[src/core/spm_map.vh]
// Constants for the serial pin function multiplexer
// Overview of operation
// - Both transmit pins come up as inputs
// - Transmit 0 on bit 5, transmit 1 on bit 3
// - Modem lines on bits 15 to 12
// - Data-out on bit 10, driven low at reset
// - Data-in on bit 7, input at reset
// - Serial clock on bit 9, low at reset
// - Select on bit 8, held high at reset
// - Satellite boot loads configuration from EEPROM
// - Five maskable interrupt inputs are active low
// - Cold reset latches the initialization vectors
// - Free shared bits are plain inputs or outputs
`ifndef SPM_MAP_VH
`define SPM_MAP_VH

// Pad slots on the pad bus
`define SPM_PAD_TX0 0
`define SPM_PAD_TX1 1
`define SPM_PAD_CTS 2
`define SPM_PAD_DSR 3
`define SPM_PAD_DTR 4
`define SPM_PAD_RTS 5
`define SPM_PAD_DOUT 6
`define SPM_PAD_DIN 7
`define SPM_PAD_SCK 8
`define SPM_PAD_SEL 9
`define SPM_PADS 10

// General-purpose bit behind each pad slot, slot 0 in the low nibble
`define SPM_PIO_OF_PAD 40'h897AC_DEF35

// Pads whose peripheral function drives the pin
`define SPM_PERIPH_DRIVES 10'h373

// Reset values of the general-purpose control words
`define SPM_FUNC_RST 16'h0000
`define SPM_DIR_RST 16'h0700
`define SPM_OUT_RST 16'h0100

// Initialization vector
`define SPM_VEC_W 32
`define SPM_VEC_SAT_BIT 0

// Boot EEPROM access
`define SPM_CLK_NS 10
`define SPM_SK_HALF_NS 500
`define SPM_SK_HALF_CYC ((`SPM_SK_HALF_NS + `SPM_CLK_NS - 1) / `SPM_CLK_NS)
`define SPM_CMD_BITS 9
`define SPM_XFER_BITS 26
`define SPM_DATA_FIRST 10
`define SPM_READ_OP 3'h6
`define SPM_WORDS 16
`define SPM_WORD_W 16
`define SPM_ADDR_W 4

`endif

[src/core/spm_map_unused_none.v]
`timescale 1ns/1ps

[src/core/spm_boot_loader.v]
// Serial EEPROM reader for satellite boot
`timescale 1ns/1ps
`include "spm_map.vh"
module spm_boot_loader (
   input wire i_clock,
   input wire i_reset,
   input wire i_start,
   input wire i_data_in,
   output reg o_clock,
   output reg o_data_out,
   output reg o_select,
   output reg o_busy,
   output reg o_done,
   output reg o_we,
   output reg [`SPM_ADDR_W-1:0] o_addr,
   output reg [`SPM_WORD_W-1:0] o_wdata
);
   localparam [3:0] ST_IDLE = 4'h1;
   localparam [3:0] ST_SHIFT = 4'h2;
   localparam [3:0] ST_GAP = 4'h4;
   localparam [3:0] ST_DONE = 4'h8;
   localparam integer HALF_CYC = `SPM_SK_HALF_CYC;
   localparam [7:0] HALF = HALF_CYC[7:0];

   reg [3:0] state_reg;
   reg [7:0] div_reg;
   reg [4:0] bit_reg;
   reg [`SPM_CMD_BITS-1:0] cmd_reg;
   reg [`SPM_WORD_W-1:0] data_reg;
   wire tick = (div_reg == HALF - 8'h01);
   wire [`SPM_CMD_BITS-1:0] cmd_word;

   assign cmd_word = {`SPM_READ_OP, 2'h0, o_addr};

   always @(posedge i_clock or posedge i_reset) begin
      if (i_reset) begin
         state_reg <= ST_IDLE;
         div_reg <= 8'h00;
         bit_reg <= 5'h00;
         cmd_reg <= {`SPM_CMD_BITS{1'b0}};
         data_reg <= {`SPM_WORD_W{1'b0}};
         o_clock <= 1'b0;
         o_data_out <= 1'b0;
         o_select <= 1'b0;
         o_busy <= 1'b0;
         o_done <= 1'b0;
         o_we <= 1'b0;
         o_addr <= {`SPM_ADDR_W{1'b0}};
         o_wdata <= {`SPM_WORD_W{1'b0}};
      end else begin
         o_we <= 1'b0;
         div_reg <= tick ? 8'h00 : div_reg + 8'h01;
         case (state_reg)
            ST_IDLE: begin
               div_reg <= 8'h00;
               if (i_start) begin
                  state_reg <= ST_GAP;
                  o_busy <= 1'b1;
                  o_done <= 1'b0;
                  o_addr <= {`SPM_ADDR_W{1'b0}};
               end
            end
            ST_GAP: begin
               // Deselect for one half period so each word is its own read
               if (tick) begin
                  state_reg <= ST_SHIFT;
                  o_select <= 1'b1;
                  bit_reg <= 5'h00;
                  cmd_reg <= {cmd_word[`SPM_CMD_BITS-2:0], 1'b0};
                  o_data_out <= cmd_word[`SPM_CMD_BITS-1];
               end
            end
            ST_SHIFT: begin
               if (tick && !o_clock) begin
                  o_clock <= 1'b1;
                  if (bit_reg >= `SPM_DATA_FIRST) begin
                     data_reg <= {data_reg[`SPM_WORD_W-2:0], i_data_in};
                  end
               end else if (tick) begin
                  o_clock <= 1'b0;
                  o_data_out <= cmd_reg[`SPM_CMD_BITS-1];
                  cmd_reg <= {cmd_reg[`SPM_CMD_BITS-2:0], 1'b0};
                  bit_reg <= bit_reg + 5'h01;
                  if (bit_reg == `SPM_XFER_BITS - 1) begin
                     o_select <= 1'b0;
                     o_data_out <= 1'b0;
                     o_we <= 1'b1;
                     o_wdata <= data_reg;
                     state_reg <= (o_addr == `SPM_WORDS - 1) ?
                        ST_DONE : ST_GAP;
                  end
               end
            end
            ST_DONE: begin
               o_busy <= 1'b0;
               o_done <= 1'b1;
               o_addr <= o_addr + {{(`SPM_ADDR_W-1){1'b0}}, 1'b1};
               state_reg <= ST_IDLE;
            end
            default: begin
               state_reg <= ST_IDLE;
            end
         endcase
         if (o_we && state_reg != ST_DONE && state_reg != ST_IDLE) begin
            o_addr <= o_addr + {{(`SPM_ADDR_W-1){1'b0}}, 1'b1};
         end
      end
   end
endmodule

[src/core/spm_cfg_mem.v]
// Configuration word store filled by the boot loader
`timescale 1ns/1ps
`include "spm_map.vh"
module spm_cfg_mem (
   input wire i_clock,
   input wire i_we,
   input wire [`SPM_ADDR_W-1:0] i_waddr,
   input wire [`SPM_WORD_W-1:0] i_wdata,
   input wire [`SPM_ADDR_W-1:0] i_raddr,
   output reg [`SPM_WORD_W-1:0] o_rdata
);
   reg [`SPM_WORD_W-1:0] mem [0:`SPM_WORDS-1];

   // No reset on the array; contents are only meaningful after a load
   always @(posedge i_clock) begin
      if (i_we) begin
         mem[i_waddr] <= i_wdata;
      end
      o_rdata <= mem[i_raddr];
   end
endmodule

[src/core/spm_pin_mux.v]
// Pin function multiplexer for the serial-port pins
`timescale 1ns/1ps
`include "spm_map.vh"
module spm_pin_mux (
   input wire i_clock,
   input wire i_reset,
   input wire i_coldreset_n,
   input wire [`SPM_VEC_W-1:0] i_init_vector,
   input wire i_cfg_write,
   input wire [15:0] i_pio_func,
   input wire [15:0] i_pio_dir,
   input wire [15:0] i_pio_out,
   input wire [1:0] i_uart_tx,
   input wire i_uart_dtr_n,
   input wire i_uart_rts_n,
   input wire i_spi_data_out,
   input wire i_spi_clock,
   input wire i_spi_sel_n,
   input wire [`SPM_PADS-1:0] i_pad_in,
   input wire i_nmi_n,
   input wire [4:0] i_int_n,
   input wire [`SPM_ADDR_W-1:0] i_cfg_raddr,
   output reg [`SPM_PADS-1:0] o_pad_out,
   output reg [`SPM_PADS-1:0] o_pad_oe,
   output reg [15:0] o_pio_in,
   output reg [15:0] o_pio_func,
   output reg [15:0] o_pio_dir,
   output reg o_uart_cts_n,
   output reg o_uart_dsr_n,
   output reg o_spi_data_in,
   output reg o_nmi_req,
   output reg [4:0] o_int_req,
   output reg [`SPM_VEC_W-1:0] o_init_vector,
   output reg o_cold_active,
   output reg o_boot_busy,
   output reg o_boot_done,
   output wire [`SPM_WORD_W-1:0] o_cfg_rdata
);
   localparam [39:0] PIO_MAP = `SPM_PIO_OF_PAD;
   localparam [`SPM_PADS-1:0] PERIPH_DRV = `SPM_PERIPH_DRIVES;

   reg [15:0] func_reg;
   reg [15:0] dir_reg;
   reg [15:0] out_reg;
   reg cold_q_reg;
   reg start_reg;
   reg [`SPM_PADS-1:0] periph_out;
   wire boot_clock;
   wire boot_data_out;
   wire boot_select;
   wire boot_busy;
   wire boot_done;
   wire mem_we;
   wire [`SPM_ADDR_W-1:0] mem_addr;
   wire [`SPM_WORD_W-1:0] mem_wdata;
   wire [`SPM_PADS-1:0] pad_out_next;
   wire [`SPM_PADS-1:0] pad_oe_next;
   wire [15:0] pio_in_next;

   // Control words: defaults leave every shared bit on its general-purpose
   // function with the required reset direction and level
   always @(posedge i_clock or posedge i_reset) begin
      if (i_reset) begin
         func_reg <= `SPM_FUNC_RST;
         dir_reg <= `SPM_DIR_RST;
         out_reg <= `SPM_OUT_RST;
      end else if (!i_coldreset_n) begin
         func_reg <= `SPM_FUNC_RST;
         dir_reg <= `SPM_DIR_RST;
         out_reg <= `SPM_OUT_RST;
      end else if (i_cfg_write) begin
         // Software reconfiguration is the only way to enable transmit
         func_reg <= i_pio_func;
         dir_reg <= i_pio_dir;
         out_reg <= i_pio_out;
      end
   end

   // Cold reset: vectors follow the strap pins while it is held and freeze
   // at release; a release with the satellite strap starts the boot load
   always @(posedge i_clock or posedge i_reset) begin
      if (i_reset) begin
         // Idle level of the pin, so no false release follows reset
         cold_q_reg <= 1'b1;
         start_reg <= 1'b0;
         o_init_vector <= {`SPM_VEC_W{1'b0}};
         o_cold_active <= 1'b1;
      end else begin
         cold_q_reg <= i_coldreset_n;
         o_cold_active <= ~i_coldreset_n;
         if (!i_coldreset_n) begin
            o_init_vector <= i_init_vector;
         end
         start_reg <= i_coldreset_n && !cold_q_reg &&
            o_init_vector[`SPM_VEC_SAT_BIT];
      end
   end

   // Peripheral drive values per pad slot
   always @* begin
      periph_out = {`SPM_PADS{1'b0}};
      periph_out[`SPM_PAD_TX0] = i_uart_tx[0];
      periph_out[`SPM_PAD_TX1] = i_uart_tx[1];
      periph_out[`SPM_PAD_DTR] = i_uart_dtr_n;
      periph_out[`SPM_PAD_RTS] = i_uart_rts_n;
      periph_out[`SPM_PAD_DOUT] = i_spi_data_out;
      periph_out[`SPM_PAD_SCK] = i_spi_clock;
      periph_out[`SPM_PAD_SEL] = i_spi_sel_n;
   end

   // Per pad: boot loader first, then peripheral, then general-purpose bit
   genvar g;
   generate
      for (g = 0; g < `SPM_PADS; g = g + 1) begin : g_pad
         localparam [3:0] BIT = PIO_MAP[4*g+3:4*g];
         wire is_boot_pin;
         wire is_func;
         assign is_boot_pin = boot_busy && (g == `SPM_PAD_DOUT ||
            g == `SPM_PAD_SCK || g == `SPM_PAD_DIN ||
            g == `SPM_PAD_SEL);
         assign is_func = func_reg[BIT];
         assign pad_oe_next[g] = is_boot_pin ? (g != `SPM_PAD_DIN) :
            is_func ? PERIPH_DRV[g] : dir_reg[BIT];
         assign pad_out_next[g] = is_boot_pin ?
            ((g == `SPM_PAD_DOUT) ? boot_data_out :
             (g == `SPM_PAD_SCK) ? boot_clock :
             (g == `SPM_PAD_SEL) ? boot_select : 1'b0) :
            is_func ? periph_out[g] : out_reg[BIT];
         assign pio_in_next[BIT] = (is_func || is_boot_pin) ?
            1'b0 : i_pad_in[g];
      end
   endgenerate

   // Bits 0..2, 4, 6 and 11 belong to pins handled elsewhere
   assign pio_in_next[0] = 1'b0;
   assign pio_in_next[1] = 1'b0;
   assign pio_in_next[2] = 1'b0;
   assign pio_in_next[4] = 1'b0;
   assign pio_in_next[6] = 1'b0;
   assign pio_in_next[11] = 1'b0;

   // All pad drives are registered so the pins never glitch on mux changes
   always @(posedge i_clock or posedge i_reset) begin
      if (i_reset) begin
         o_pad_oe <= {`SPM_PADS{1'b0}};
         o_pad_out <= {`SPM_PADS{1'b0}};
         o_pad_oe[`SPM_PAD_DOUT] <= 1'b1;
         o_pad_oe[`SPM_PAD_SCK] <= 1'b1;
         o_pad_oe[`SPM_PAD_SEL] <= 1'b1;
         o_pad_out[`SPM_PAD_SEL] <= 1'b1;
         o_pio_in <= 16'h0000;
         o_pio_func <= `SPM_FUNC_RST;
         o_pio_dir <= `SPM_DIR_RST;
      end else begin
         o_pad_oe <= pad_oe_next;
         o_pad_out <= pad_out_next;
         o_pio_in <= pio_in_next;
         o_pio_func <= func_reg;
         o_pio_dir <= dir_reg;
      end
   end

   // Inputs routed to the peripherals; modem lines idle high and data-in idles low when not selected
   always @(posedge i_clock or posedge i_reset) begin
      if (i_reset) begin
         o_uart_cts_n <= 1'b1;
         o_uart_dsr_n <= 1'b1;
         o_spi_data_in <= 1'b0;
      end else begin
         o_uart_cts_n <= func_reg[15] ? i_pad_in[`SPM_PAD_CTS] : 1'b1;
         o_uart_dsr_n <= func_reg[14] ? i_pad_in[`SPM_PAD_DSR] : 1'b1;
         o_spi_data_in <= (func_reg[7] && !boot_busy) ?
            i_pad_in[`SPM_PAD_DIN] : 1'b0;
      end
   end

   // Active-low interrupt pins become active-high requests
   always @(posedge i_clock or posedge i_reset) begin
      if (i_reset) begin
         o_nmi_req <= 1'b0;
         o_int_req <= 5'h00;
      end else begin
         o_nmi_req <= ~i_nmi_n;
         o_int_req <= ~i_int_n;
      end
   end

   always @(posedge i_clock or posedge i_reset) begin
      if (i_reset) begin
         o_boot_busy <= 1'b0;
         o_boot_done <= 1'b0;
      end else begin
         o_boot_busy <= boot_busy;
         o_boot_done <= boot_done;
      end
   end

   spm_boot_loader u_loader (
      .i_clock(i_clock),
      .i_reset(i_reset),
      .i_start(start_reg),
      .i_data_in(i_pad_in[`SPM_PAD_DIN]),
      .o_clock(boot_clock),
      .o_data_out(boot_data_out),
      .o_select(boot_select),
      .o_busy(boot_busy),
      .o_done(boot_done),
      .o_we(mem_we),
      .o_addr(mem_addr),
      .o_wdata(mem_wdata)
   );

   spm_cfg_mem u_mem (
      .i_clock(i_clock),
      .i_we(mem_we),
      .i_waddr(mem_addr),
      .i_wdata(mem_wdata),
      .i_raddr(i_cfg_raddr),
      .o_rdata(o_cfg_rdata)
   );
endmodule

[config.mk]
export PLATFORM = sky130hd
export DESIGN_NAME = spm_pin_mux
export DESIGN_NICKNAME = d
export VERILOG_FILES = /design/src/core/spm_map_unused_none.v /design/src/core/spm_boot_loader.v /design/src/core/spm_cfg_mem.v /design/src/core/spm_pin_mux.v
export VERILOG_INCLUDE_DIRS = /design/src /design/src/core
export SDC_FILE = /design/constraint.sdc
export NUM_CORES = 1
export LEC_CHECK = 0
export BUFFER_PORTS_ARGS = -buffer_cell sky130_fd_sc_hd__buf_4
export CAP_MARGIN = 20
export CORE_MARGIN = 5
export CORE_UTILIZATION = 55
export DETAILED_ROUTE_END_ITERATION = 10
export PLACE_DENSITY = 0.85
export SLEW_MARGIN = 40
export SYNTH_ARGS = -nofsm -noshare
export SYNTH_HDL_FRONTEND = slang
export SYNTH_SLANG_ARGS = --single-unit
[constraint.sdc]
create_clock -name i_clock -period 8 [get_ports i_clock]
set_input_delay 0 -clock i_clock [delete_from_list [all_inputs] [get_ports i_clock]]
set_output_delay 0 -clock i_clock [all_outputs]
set_load 0.01 [all_outputs]
# After elaboration in Yosys (flattened, before gate mapping)
# Memory sizes are Yosys's and may differ from the RTL's. A register that Yosys moved wholly into a read port is not among the register bits.
# Cells that the tools add are included.
# W data, S select, Z words.
[word_totals]
regBits = 224
latch_bits = 0
ram_bits = 256
romBits = 0
elab_cells = 170
memories = 1
[mem_list]
columns = ["name", "words", "word_bits", "read_ports", "rd_ports_with_merged_regs", "write_ports", "line", "rtl"]
rows = [
  ["u_mem.mem", 16, 16, 1, 1, 1, "spm_cfg_mem.v:12", "reg [`SPM_WORD_W-1:0] mem [0:`SPM_WORDS-1];"],
]
[classes]
n_addsub = 3
multipliers = 0
div = 0
n_lt_le_gt_ge = 1
eq_ne = 16
shifts = 0
muxes = 88
bitwise_logic = 4
reduce_logical = 25
[op_table]
columns = ["op", "count"]
rows = [
  ["$mux W16", 6],
  ["$mux W1", 58],
  ["$mux W4", 8],
  ["$mux W9", 3],
  ["$pmux W9 S2", 1],
  ["$mux W8", 2],
  ["$mux W5", 3],
  ["$pmux W4 S3", 1],
  ["$pmux W5 S2", 1],
  ["$reduce_and A5 Y1", 2],
  ["$add A8 B1 Y8 const B", 1],
  ["$eq A4 B4 Y1 const B", 2],
  ["$eq A8 B6 Y1 const B", 1],
  ["$ne A2 B1 Y1 const B", 4],
  ["$pmux W1 S2", 4],
  ["$pmux W4 S2", 1],
  ["$reduce_and A4 Y1", 2],
  ["$logic_and A1 B1 Y1", 6],
  ["$reduce_and A2 Y1", 3],
  ["$reduce_bool A2 Y1", 3],
  ["$add A5 B1 Y5 const B", 1],
  ["$eq A5 B5 Y1 const B", 1],
  ["$ge A5 B4 Y1 const B", 1],
  ["$not A5 Y5", 1],
  ["other kinds (13)", 21],
]

# Longest topological paths before layout
# Gate-level depths: netlist of the first run.
[depth]
word_depth = 6
mapped_depth = 8
ltp_nobuf = 6

# By module
# Synthesis of the first run repeated with hierarchy kept, for this count alone.
[hier_totals]
hier_cells = 1015
hier_area_um2 = 18375.1
[modules_own_cells]
columns = ["module", "n_inst", "cells_per_inst", "area_each_um2", "seq_area_each_um2"]
rows = [
  ["spm_cfg_mem", 1, 432, 10042.1, 8007.7],
  ["spm_pin_mux", 1, 336, 5296.3, 3772.4],
  ["spm_boot_loader", 1, 247, 3036.7, 1677.9],
]

# Worst setup path after synthesis of the first run
# No wires, ideal clock.
[synth_timing]
path_type = "register to register"
from = "register u_loader.o_addr[0]"
to = "memory u_mem.mem[2][0] (netlist bit) (enable)"
t_arrival_ps = 1882
slack_ps = 5709
stages_incl_launch_ff = 5
n_path_buf = 0
cell_sequence = "dfrtp_1 inv_1 ha_1 nand2_1 nor3_1"
[synth_lines]
columns = ["item", "line", "rtl"]
rows = [
  ["from (decl)", "spm_boot_loader.v:15", "output reg [`SPM_ADDR_W-1:0] o_addr,"],
  ["from (signal assigned)", "spm_boot_loader.v:48", "o_addr <= {`SPM_ADDR_W{1'b0}};"],
  ["from (signal assigned)", "spm_boot_loader.v:60", "o_addr <= {`SPM_ADDR_W{1'b0}};"],
  ["from (signal assigned)", "spm_boot_loader.v:97", "o_addr <= o_addr + {{(`SPM_ADDR_W-1){1'b0}}, 1'b1};"],
  ["to (decl)", "spm_cfg_mem.v:12", ""],
]
# Straight into the memory's write port.

# Final worst setup path of the first run
[layout_timing]
from = "register u_loader.div_reg[3]"
to = "register u_loader.o_wdata[9]"
[layout_via]
elab_chain_cells = 4
[layout_lines]
columns = ["item", "line", "rtl"]
rows = [
  ["from (decl)", "spm_boot_loader.v:26", "reg [7:0] div_reg;"],
  ["from (signal assigned)", "spm_boot_loader.v:52", "div_reg <= tick ? 8'h00 : div_reg + 8'h01;"],
  ["$eq A8 B6 Y1 *", "spm_boot_loader.v:30", "wire tick = (div_reg == HALF - 8'h01);"],
  ["$logic_and A1 B1 Y1", "spm_boot_loader.v:74", "if (tick && !o_clock) begin"],
  ["$not A1 Y1 (no source line)", "--", ""],
  ["$reduce_and A4 Y1 (no source line) *", "--", ""],
  ["to (signal assigned)", "spm_boot_loader.v:49", "o_wdata <= {`SPM_WORD_W{1'b0}};"],
  ["to (signal assigned)", "spm_boot_loader.v:88", "o_wdata <= data_reg;"],
  ["to (decl)", "spm_boot_loader.v:16", "output reg [`SPM_WORD_W-1:0] o_wdata"],
]
# Mark *: on every way between the ends. The rest lies on a longest branch, timed or not.
# A chain may end at the register's enable or synchronous reset.

==> results of run 1 <==
critical path, cell delays in order (launching register included):
cell and delay [ps]:
dfrtp_1 420, nor4bb_2 730, nand2_1 360, nor3_4 790, mux2_2 420
path summary, 6_finish.rpt:
kind / startpoint / end
max: u_loader.div_reg[3]$_DFF_PP0_ / u_loader.o_wdata[9]$_DFFE_PP0P_
min: i_spi_clock / o_pad_out[8]$_DFF_PP0_
max reg2reg: u_loader.div_reg[3]$_DFF_PP0_ / u_loader.o_wdata[9]$_DFFE_PP0P_
min reg2reg: dir_reg[8]$_DFFE_PP1P_ / o_pio_dir[8]$_DFF_PP1_
max in group asynchronous: i_reset / dir_reg[9]$_DFFE_PP1P_
min in group asynchronous: i_reset / o_init_vector[2]$_DFFE_PP0N_
routing by layer:
metal / GRT usage, % / up-vias / routed length, um
li1: - / 4523 / -
met3: 7.03 / 129 / 4240
met2: 44.1 / 595 / 23500
met5: 0 / - / 0
met4: 10.5 / 0 / 2120
met1: 32.7 / 5514 / 16800
placed cells by master (no fill, tap or decap), types with 6 or more instances in the layout:
| master | instances |
|---|---|
| clkbuf_1 | 14 |
| dfstp_2 | 16 |
| mux2i_1 | 49 |
| clkbuf_8 | 7 |
| nor2b_1 | 13 |
| o21ai_0 | 12 |
| nand2_1 | 49 |
| ha_1 | 9 |
| inv_1 | 15 |
| edfxtp_1 | 256 |
| mux2_4 | 10 |
| a22oi_1 | 32 |
| conb_1 | 6 |
| dfrtp_1 | 201 |
| clkbuf_16 | 47 |
| dfxtp_1 | 16 |
| mux2_2 | 59 |
| nand3_1 | 10 |
| nand2b_1 | 8 |
| dlygate4sd3_1 | 115 |
| mux4_2 | 64 |
| nor2_1 | 70 |
| clkinv_2 | 9 |
| buf_4 | 243 |
area by class of cell:
| class | count | area [um2] |
|---|---|---|
| fill | 1877 | 9440 |
| multi-input combinational | 468 | 4430 |
| sequential | 489 | 13500 |
| clock buffer | 69 | 1330 |
| tap | 442 | 553 |
| inverter | 16 | 72.6 |
| clock inverter | 17 | 211 |
| timing repair buffer | 362 | 3040 |
per-stage QoR:
stage | utilization, % | hold WS, ps | setup WS [ps]
final | 71.0 | 69.5 | 5130
after global routing | 71.0 | 30.5 | 5030
after CTS | 70.9 | 21.3 | 5170
after detailed placement | 62.6 | 146 | 5210
after global placement | 62.5 | 145 | 5000
after floorplan | - | 4.48 | 2090
cells in the mapped netlist, drive strengths merged, types with 2 or more instances:
cell type | count | area (um2)
nand3 | 10 | 50.1
o311ai | 2 | 17.5
dfstp | 16 | 420
ha | 9 | 113
o21ai | 12 | 60.1
nor3 | 6 | 41.3
and3b | 2 | 17.5
a22oi | 32 | 240
mux4 | 64 | 1440
nor4 | 2 | 12.5
or2 | 5 | 31.3
mux2 | 69 | 815
xor2 | 5 | 43.8
or3 | 4 | 25.0
buf | 25 | 159
nand3b | 2 | 15.0
nor2b | 15 | 93.8
a21oi | 5 | 25.0
nor3b | 6 | 50.1
nand2b | 8 | 50.1
nor2 | 71 | 267
edfxtp | 256 | 7690
mux2i | 49 | 490
and3 | 3 | 18.8
dfrtp | 201 | 5030
and2 | 4 | 25.0
inv | 16 | 60.1
o31ai | 2 | 15.0
dfxtp | 16 | 320
a22o | 5 | 43.8
nand2 | 50 | 190
nand4 | 4 | 25.0
xnor2 | 2 | 17.5
clkbuf | 29 | 110
logic make-up after synthesis:
kind of cell	synth area share, %
adder cells (fa/ha/maj)	0.620
buffers and inverters	1.81
AO/OA/AOI/OAI	2.56
flip-flops	74.2
XOR/XNOR	0.338
AND/OR/NAND/NOR	5.36
other	0.0207
multiplexers	15.1
power by group through the flow:
stage	Sequential [mW]	Clock (mW)	Combinational [mW]
2_1_floorplan	2.78	0	0.121
3_3_place_gp	2.77	0	0.274
3_5_place_dp	2.77	0	0.283
4_1_cts	2.72	2.22	0.334
5_1_grt	2.73	2.35	0.372
6_report	2.73	2.19	0.347
repair_timing:
item | CTS | global route
endpoints found under the hold margin | 243 | 0
gates resized for setup | 0 | 0
hold buffers | 115 | 0
==> metrics.yaml, run 1 <==
min_path:
  min_path_type: "input pin to flop"
  whs_path_depth: 3
placement:
  gp_congestion: 0.791
  hpwl_um: 24600
  io_buffer_count: 226
  dpl_cell_area_um2: 20400
  place_inst: 1661
timing:
  tns_ps: 0
  fin_crit_sh_pct: 35.8
  max_slew_margin_pct: 43.5
  fin_crit_ps: 2870
  finalSetupViolations: 0
  slew_viol_final: 0
  timing.fmax_mhz: 349
  finalHoldViolations: 0
  grt_setup_unrepaired: "no"
  skew_ps: 39.0
  tightestPinTransition_ps: 845
clock_network:
  cts_root_buffer: "clkbuf_16"
  cts_htree_levels: 2
  tritoncts: "yes"
  clk_path_buf_depth: 3
  clk_latency_ps: 580
  cts_setup_buffers: 0
  clock_sinks: 489
  clk_pin_slew_worst_paths_ps: 60
  numCtsBuffers: 46
pwr:
  internal-power_mw: 4.13
  seqPwrFrac_pct: 51.8
  pwr-share-comb_pct: 6.6
  ir_worst_vdd_uv: 167
  clock_power_share_pct: 41.7
  leakagePower_nw: 8.77
  switching_power_mw: 1.14
  totalPowerFinal_mw: 5.27
  cellPowerDensity_nw_per_um2: 228
  swShare_pct: 21.6
layout:
  top_regs: "u_mem.mem x256, o_init_vector x32"
  regMostFlops: "u_mem.mem"
  fin_nets: 1503
  drive_gt1_share_pct: 34.1
  n_antenna_cell: 0
  largest_reg_flops: 256
  final_cell_area_um2: 23100
  fin_cells: 1863
  area_growth_pct: 27.3
detailed_routing:
  vias: 10800
  antenna_left: 0
  first_iter_violations: 1038
  drc_errors: 0
  route.detailed.wl_per_inst_um: 25.1
  vias_per_cell: 5.78
  wl_um: 46700
  first_pass_iters: 5
yosys:
  synth_cell_types: 58
  ys_async_sr_fraction_pct: 44.4
  synth-seq-cells: 489
  syn_area_per_cell_um2: 17.8
  synthCells: 1022
  synth-main-ff-cell: "edfxtp_1"
  syn-cell-area_um2: 18100
  yosysWarnings: 0
  synth.yosys.seq_area_share_pct: 74.2
  synth_edf_count: 256
global_route:
  grt_max_degree: 134
  grt_pass1_wl_um: 72200
  grtUsageTotal_pct: 26.2
  antenna_found_initial: 0
  overflow: 0
  grt_pass1_vias: 12000
setup_path:
  critPathKind: "flop to flop"
  arrival_ps: 3290
  crit_required_ps: 8420
  rrSetupSlack_ps: 5130
  crit_path_start_kind: "flop"
  end_kind: "flop"
  reg2reg_depth: 4
  crit_fanout: 17
flow_run:
  drv_cap: 0
die:
  fp-row-count: 66
  die-area_um2: 36700
  core_area_um2: 32500
  dieHeight_um: 192
  die_w_um: 192
  initial_core_util_pct: 55.8
  ioPinCount: 239
outcome:
  status: "completed"
No activity file was read; power rests on OpenSTA's default activity.
==> run 2, diff against run 1 <==
--- a/config.mk
+++ b/config.mk
@@ -9,9 +9,9 @@
 export BUFFER_PORTS_ARGS = -buffer_cell sky130_fd_sc_hd__buf_4
 export CAP_MARGIN = 20
 export CORE_MARGIN = 5
-export CORE_UTILIZATION = 55
+export CORE_UTILIZATION = 52
 export DETAILED_ROUTE_END_ITERATION = 10
-export PLACE_DENSITY = 0.85
+export PLACE_DENSITY = 0.84
 export SLEW_MARGIN = 40
 export SYNTH_ARGS = -nofsm -noshare
 export SYNTH_HDL_FRONTEND = slang
==> constraint.sdc (replaced) <==
create_clock -name i_clock -period 2.4 [get_ports i_clock]
set_input_delay 0 -clock i_clock [delete_from_list [all_inputs] [get_ports i_clock]]
set_output_delay 0 -clock i_clock [all_outputs]
set_load 0.01 [all_outputs]
==> run 2 against run 1 <==
Compared with the run above: global-route usage shrank 2.6 points; flip-flop and latch count is the same; sequential power grew to 3.3 times the previous value; first-iteration DRC count shrank 19%; final area grew 1.2%; largest power group unchanged.
==> metrics.yaml, run 2 (synthesized netlist as in run 1, its figures left out) <==
timing:
  finalHoldViolations: 0  # unchanged
  tns_ps: 0  # unchanged
  grt_setup_unrepaired: "no"
  tightestPinTransition_ps: 768  # -77.0 ps
  setup_ws_ps: 255  # -4880 ps
  slew_viol_final: 0  # unchanged
  skew_ps: 19.9  # -19.1 ps
  timing.fmax_mhz: 466  # +34%
  fin_crit_ps: 2140  # -721 ps
  fin_crit_sh_pct: 89.4  # +54 points
  max_slew_margin_pct: 48.8  # +5.3 points
  finalSetupViolations: 0  # unchanged
global_route:
  grtUsageTotal_pct: 23.6  # -2.6 points
  grt_pass1_wl_um: 69700  # -3.4%
  antenna_found_initial: 0  # unchanged
  grt_pass1_vias: 11800  # -1.5%
  overflow: 0  # unchanged
  grt_max_degree: 70  # -48%
die:
  initial_core_util_pct: 52.5  # -3.2 points
  dieHeight_um: 197  # +2.7%
  die-area_um2: 38700  # +5.5%
  die_w_um: 197  # +2.7%
  core_area_um2: 34500  # +6.2%
  fp-row-count: 68  # +3.0%
  ioPinCount: 239  # unchanged
pwr:
  seqPwrFrac_pct: 51.3  # -0.5 points
  swShare_pct: 21.5  # -0.11 points
  clock_power_share_pct: 42.0  # +0.3 points
  cellPowerDensity_nw_per_um2: 758  # +230%
  pwr-share-comb_pct: 6.7  # about the same
  leakagePower_nw: 8.91  # +1.6%
  ir_worst_vdd_uv: 649  # +290%
  internal-power_mw: 13.9  # +240%
  switching_power_mw: 3.81  # +230%
detailed_routing:
  route.detailed.wl_per_inst_um: 23.9  # -4.7%
  vias: 10700  # -0.38%
  route.met2.wl_um: 22700  # -3.2%
  first_pass_iters: 5  # unchanged
  wl_met3_um: 3870  # -8.6%
  antenna_left: 0  # unchanged
  met1Wirelength_um: 16900  # +0.66%
  first_iter_violations: 836  # -19%
  wl_um: 45500  # -2.6%
  highest_layer: "met4"
  drc_errors: 0  # unchanged
  vias_per_cell: 5.63  # -2.6%
outcome:
  status: "completed"
flow_run:
  drv_cap: 0  # unchanged
layout:
  top_regs: "u_mem.mem x256, o_init_vector x32"
  n_antenna_cell: 0  # unchanged
  final_common_cell: "buf_4"
  regMostFlops: "u_mem.mem"
  drive_gt1_share_pct: 34.5  # +0.35 points
  area_growth_pct: 28.8
  layout_common_cells: "260 x buf_4, 256 x edfxtp_1, 201 x dfrtp_1, 123 x dlygate4sd3_1, 71 x nor2_1"
  final_cell_area_um2: 23400  # +1.2%
  largest_reg_flops: 256  # unchanged
  fin_nets: 1531  # +1.9%
  fill_cells: 2089  # +11%
  fin_cells: 1905  # +2.3%
setup_path:
  arrival_ps: 2590  # -700 ps
  crit_fanout: 16  # -1
  r2r-end: "u_loader.data_reg[3]$_DFFE_PP0P_"
  rrSetupSlack_ps: 260  # -4880 ps
  timing.rr.start: "u_loader.div_reg[3]$_DFF_PP0_"
  crit_path_start_kind: "flop"
  critPathKind: "flop to flop"
  crit_required_ps: 2850  # -5570 ps
  end_kind: "flop"
  reg2reg_depth: 6  # +2
placement:
  place_ws_ps: 294  # -4920 ps
  dpl_cell_area_um2: 20600  # +0.92%
  gp_congestion: 0.814  # +3.0%
  place_inst: 1694  # +2.0%
  io_buffer_count: 226  # unchanged
  hpwl_um: 25300  # +2.7%
clock_network:
  cts_setup_buffers: 0  # unchanged
  cts_htree_levels: 2  # unchanged
  clk_pin_slew_worst_paths_ps: 70  # about the same
  clock_sinks: 489  # unchanged
  cts_resized: 0  # unchanged
  cts_root_buffer: "clkbuf_16"
  clk_latency_ps: 570  # about the same
  numCtsBuffers: 47  # +2.2%
  clk_path_buf_depth: 3  # unchanged
  tritoncts: "yes"
min_path:
  min_path_type: "input pin to async pin"
==> run 2: worst max-delay path, cell delays in order, from the launching register on <==
cell	delay [ps]
dfrtp_1	410
nor4bb_1	290
buf_4	200
nand2_2	60
or4_1	500
buf_4	250
mux2_4	330
==> run 2: layout make-up <==
class | instances | area, um2 | share of cell area [%]
inverter | 16 | 63.8 | 0.273
tap | 455 | 569 | 2.44
clock buffer | 74 | 1420 | 6.08
timing repair buffer | 389 | 3300 | 14.1
multi-input combinational | 468 | 4390 | 18.8
sequential | 489 | 13500 | 57.6
clock inverter | 14 | 164 | 0.701
==> run 2: repair_timing <==
item | in CTS | in global routing
endpoints found under the setup margin | 0 | 0
hold endpoints to repair | 291 | 0
hold buffers | 123 | 0
==> run 2: worst max path at each step <==
stage | from | to | slack, ps | cells after the start
after floorplan | i_reset | dir_reg[0]$_DFFE_PP0P_ | -410 | 1
after global placement | u_loader.div_reg[3]$_DFF_PP0_ | u_loader.data_reg[3]$_DFFE_PP0P_ | 320 | 6
after detailed placement | u_loader.div_reg[3]$_DFF_PP0_ | u_loader.data_reg[2]$_DFFE_PP0P_ | 290 | 6
after CTS | u_loader.state_reg[2]$_DFFE_PP0P_ | u_loader.data_reg[3]$_DFFE_PP0P_ | 280 | 5
after global routing | u_loader.div_reg[3]$_DFF_PP0_ | u_loader.data_reg[8]$_DFFE_PP0P_ | 160 | 6
final | u_loader.div_reg[3]$_DFF_PP0_ | u_loader.data_reg[3]$_DFFE_PP0P_ | 260 | 6
==> run 2: through the flow <==
step | utilization, % | hold WS (ps) | total power [mW]
2_1_floorplan | - | 4.48 | 9.68
3_3_place_gp | 59.5 | 91.4 | 10.2
3_5_place_dp | 59.5 | 93.8 | 10.2
4_1_cts | 67.7 | 47.0 | 17.8
5_1_grt | 67.7 | 102 | 18.3
6_report | 67.7 | 69.1 | 17.7
==> run 2: layer usage <==
metal / GRT usage [%] / vias to the layer above
li1: - / 4586
met1: 29.9 / 5489
met2: 39.1 / 525
met3: 6.29 / 120
met4: 9.66 / 0
met5: 0 / -
==> run 2: power groups by stage <==
stage | Clock (mW) | Sequential (mW) | Combinational, mW
2_1_floorplan | 0 | 9.27 | 0.406
3_3_place_gp | 0 | 9.22 | 0.946
3_5_place_dp | 0 | 9.23 | 0.969
4_1_cts | 7.54 | 9.06 | 1.16
5_1_grt | 7.93 | 9.10 | 1.28
6_report | 7.44 | 9.09 | 1.19
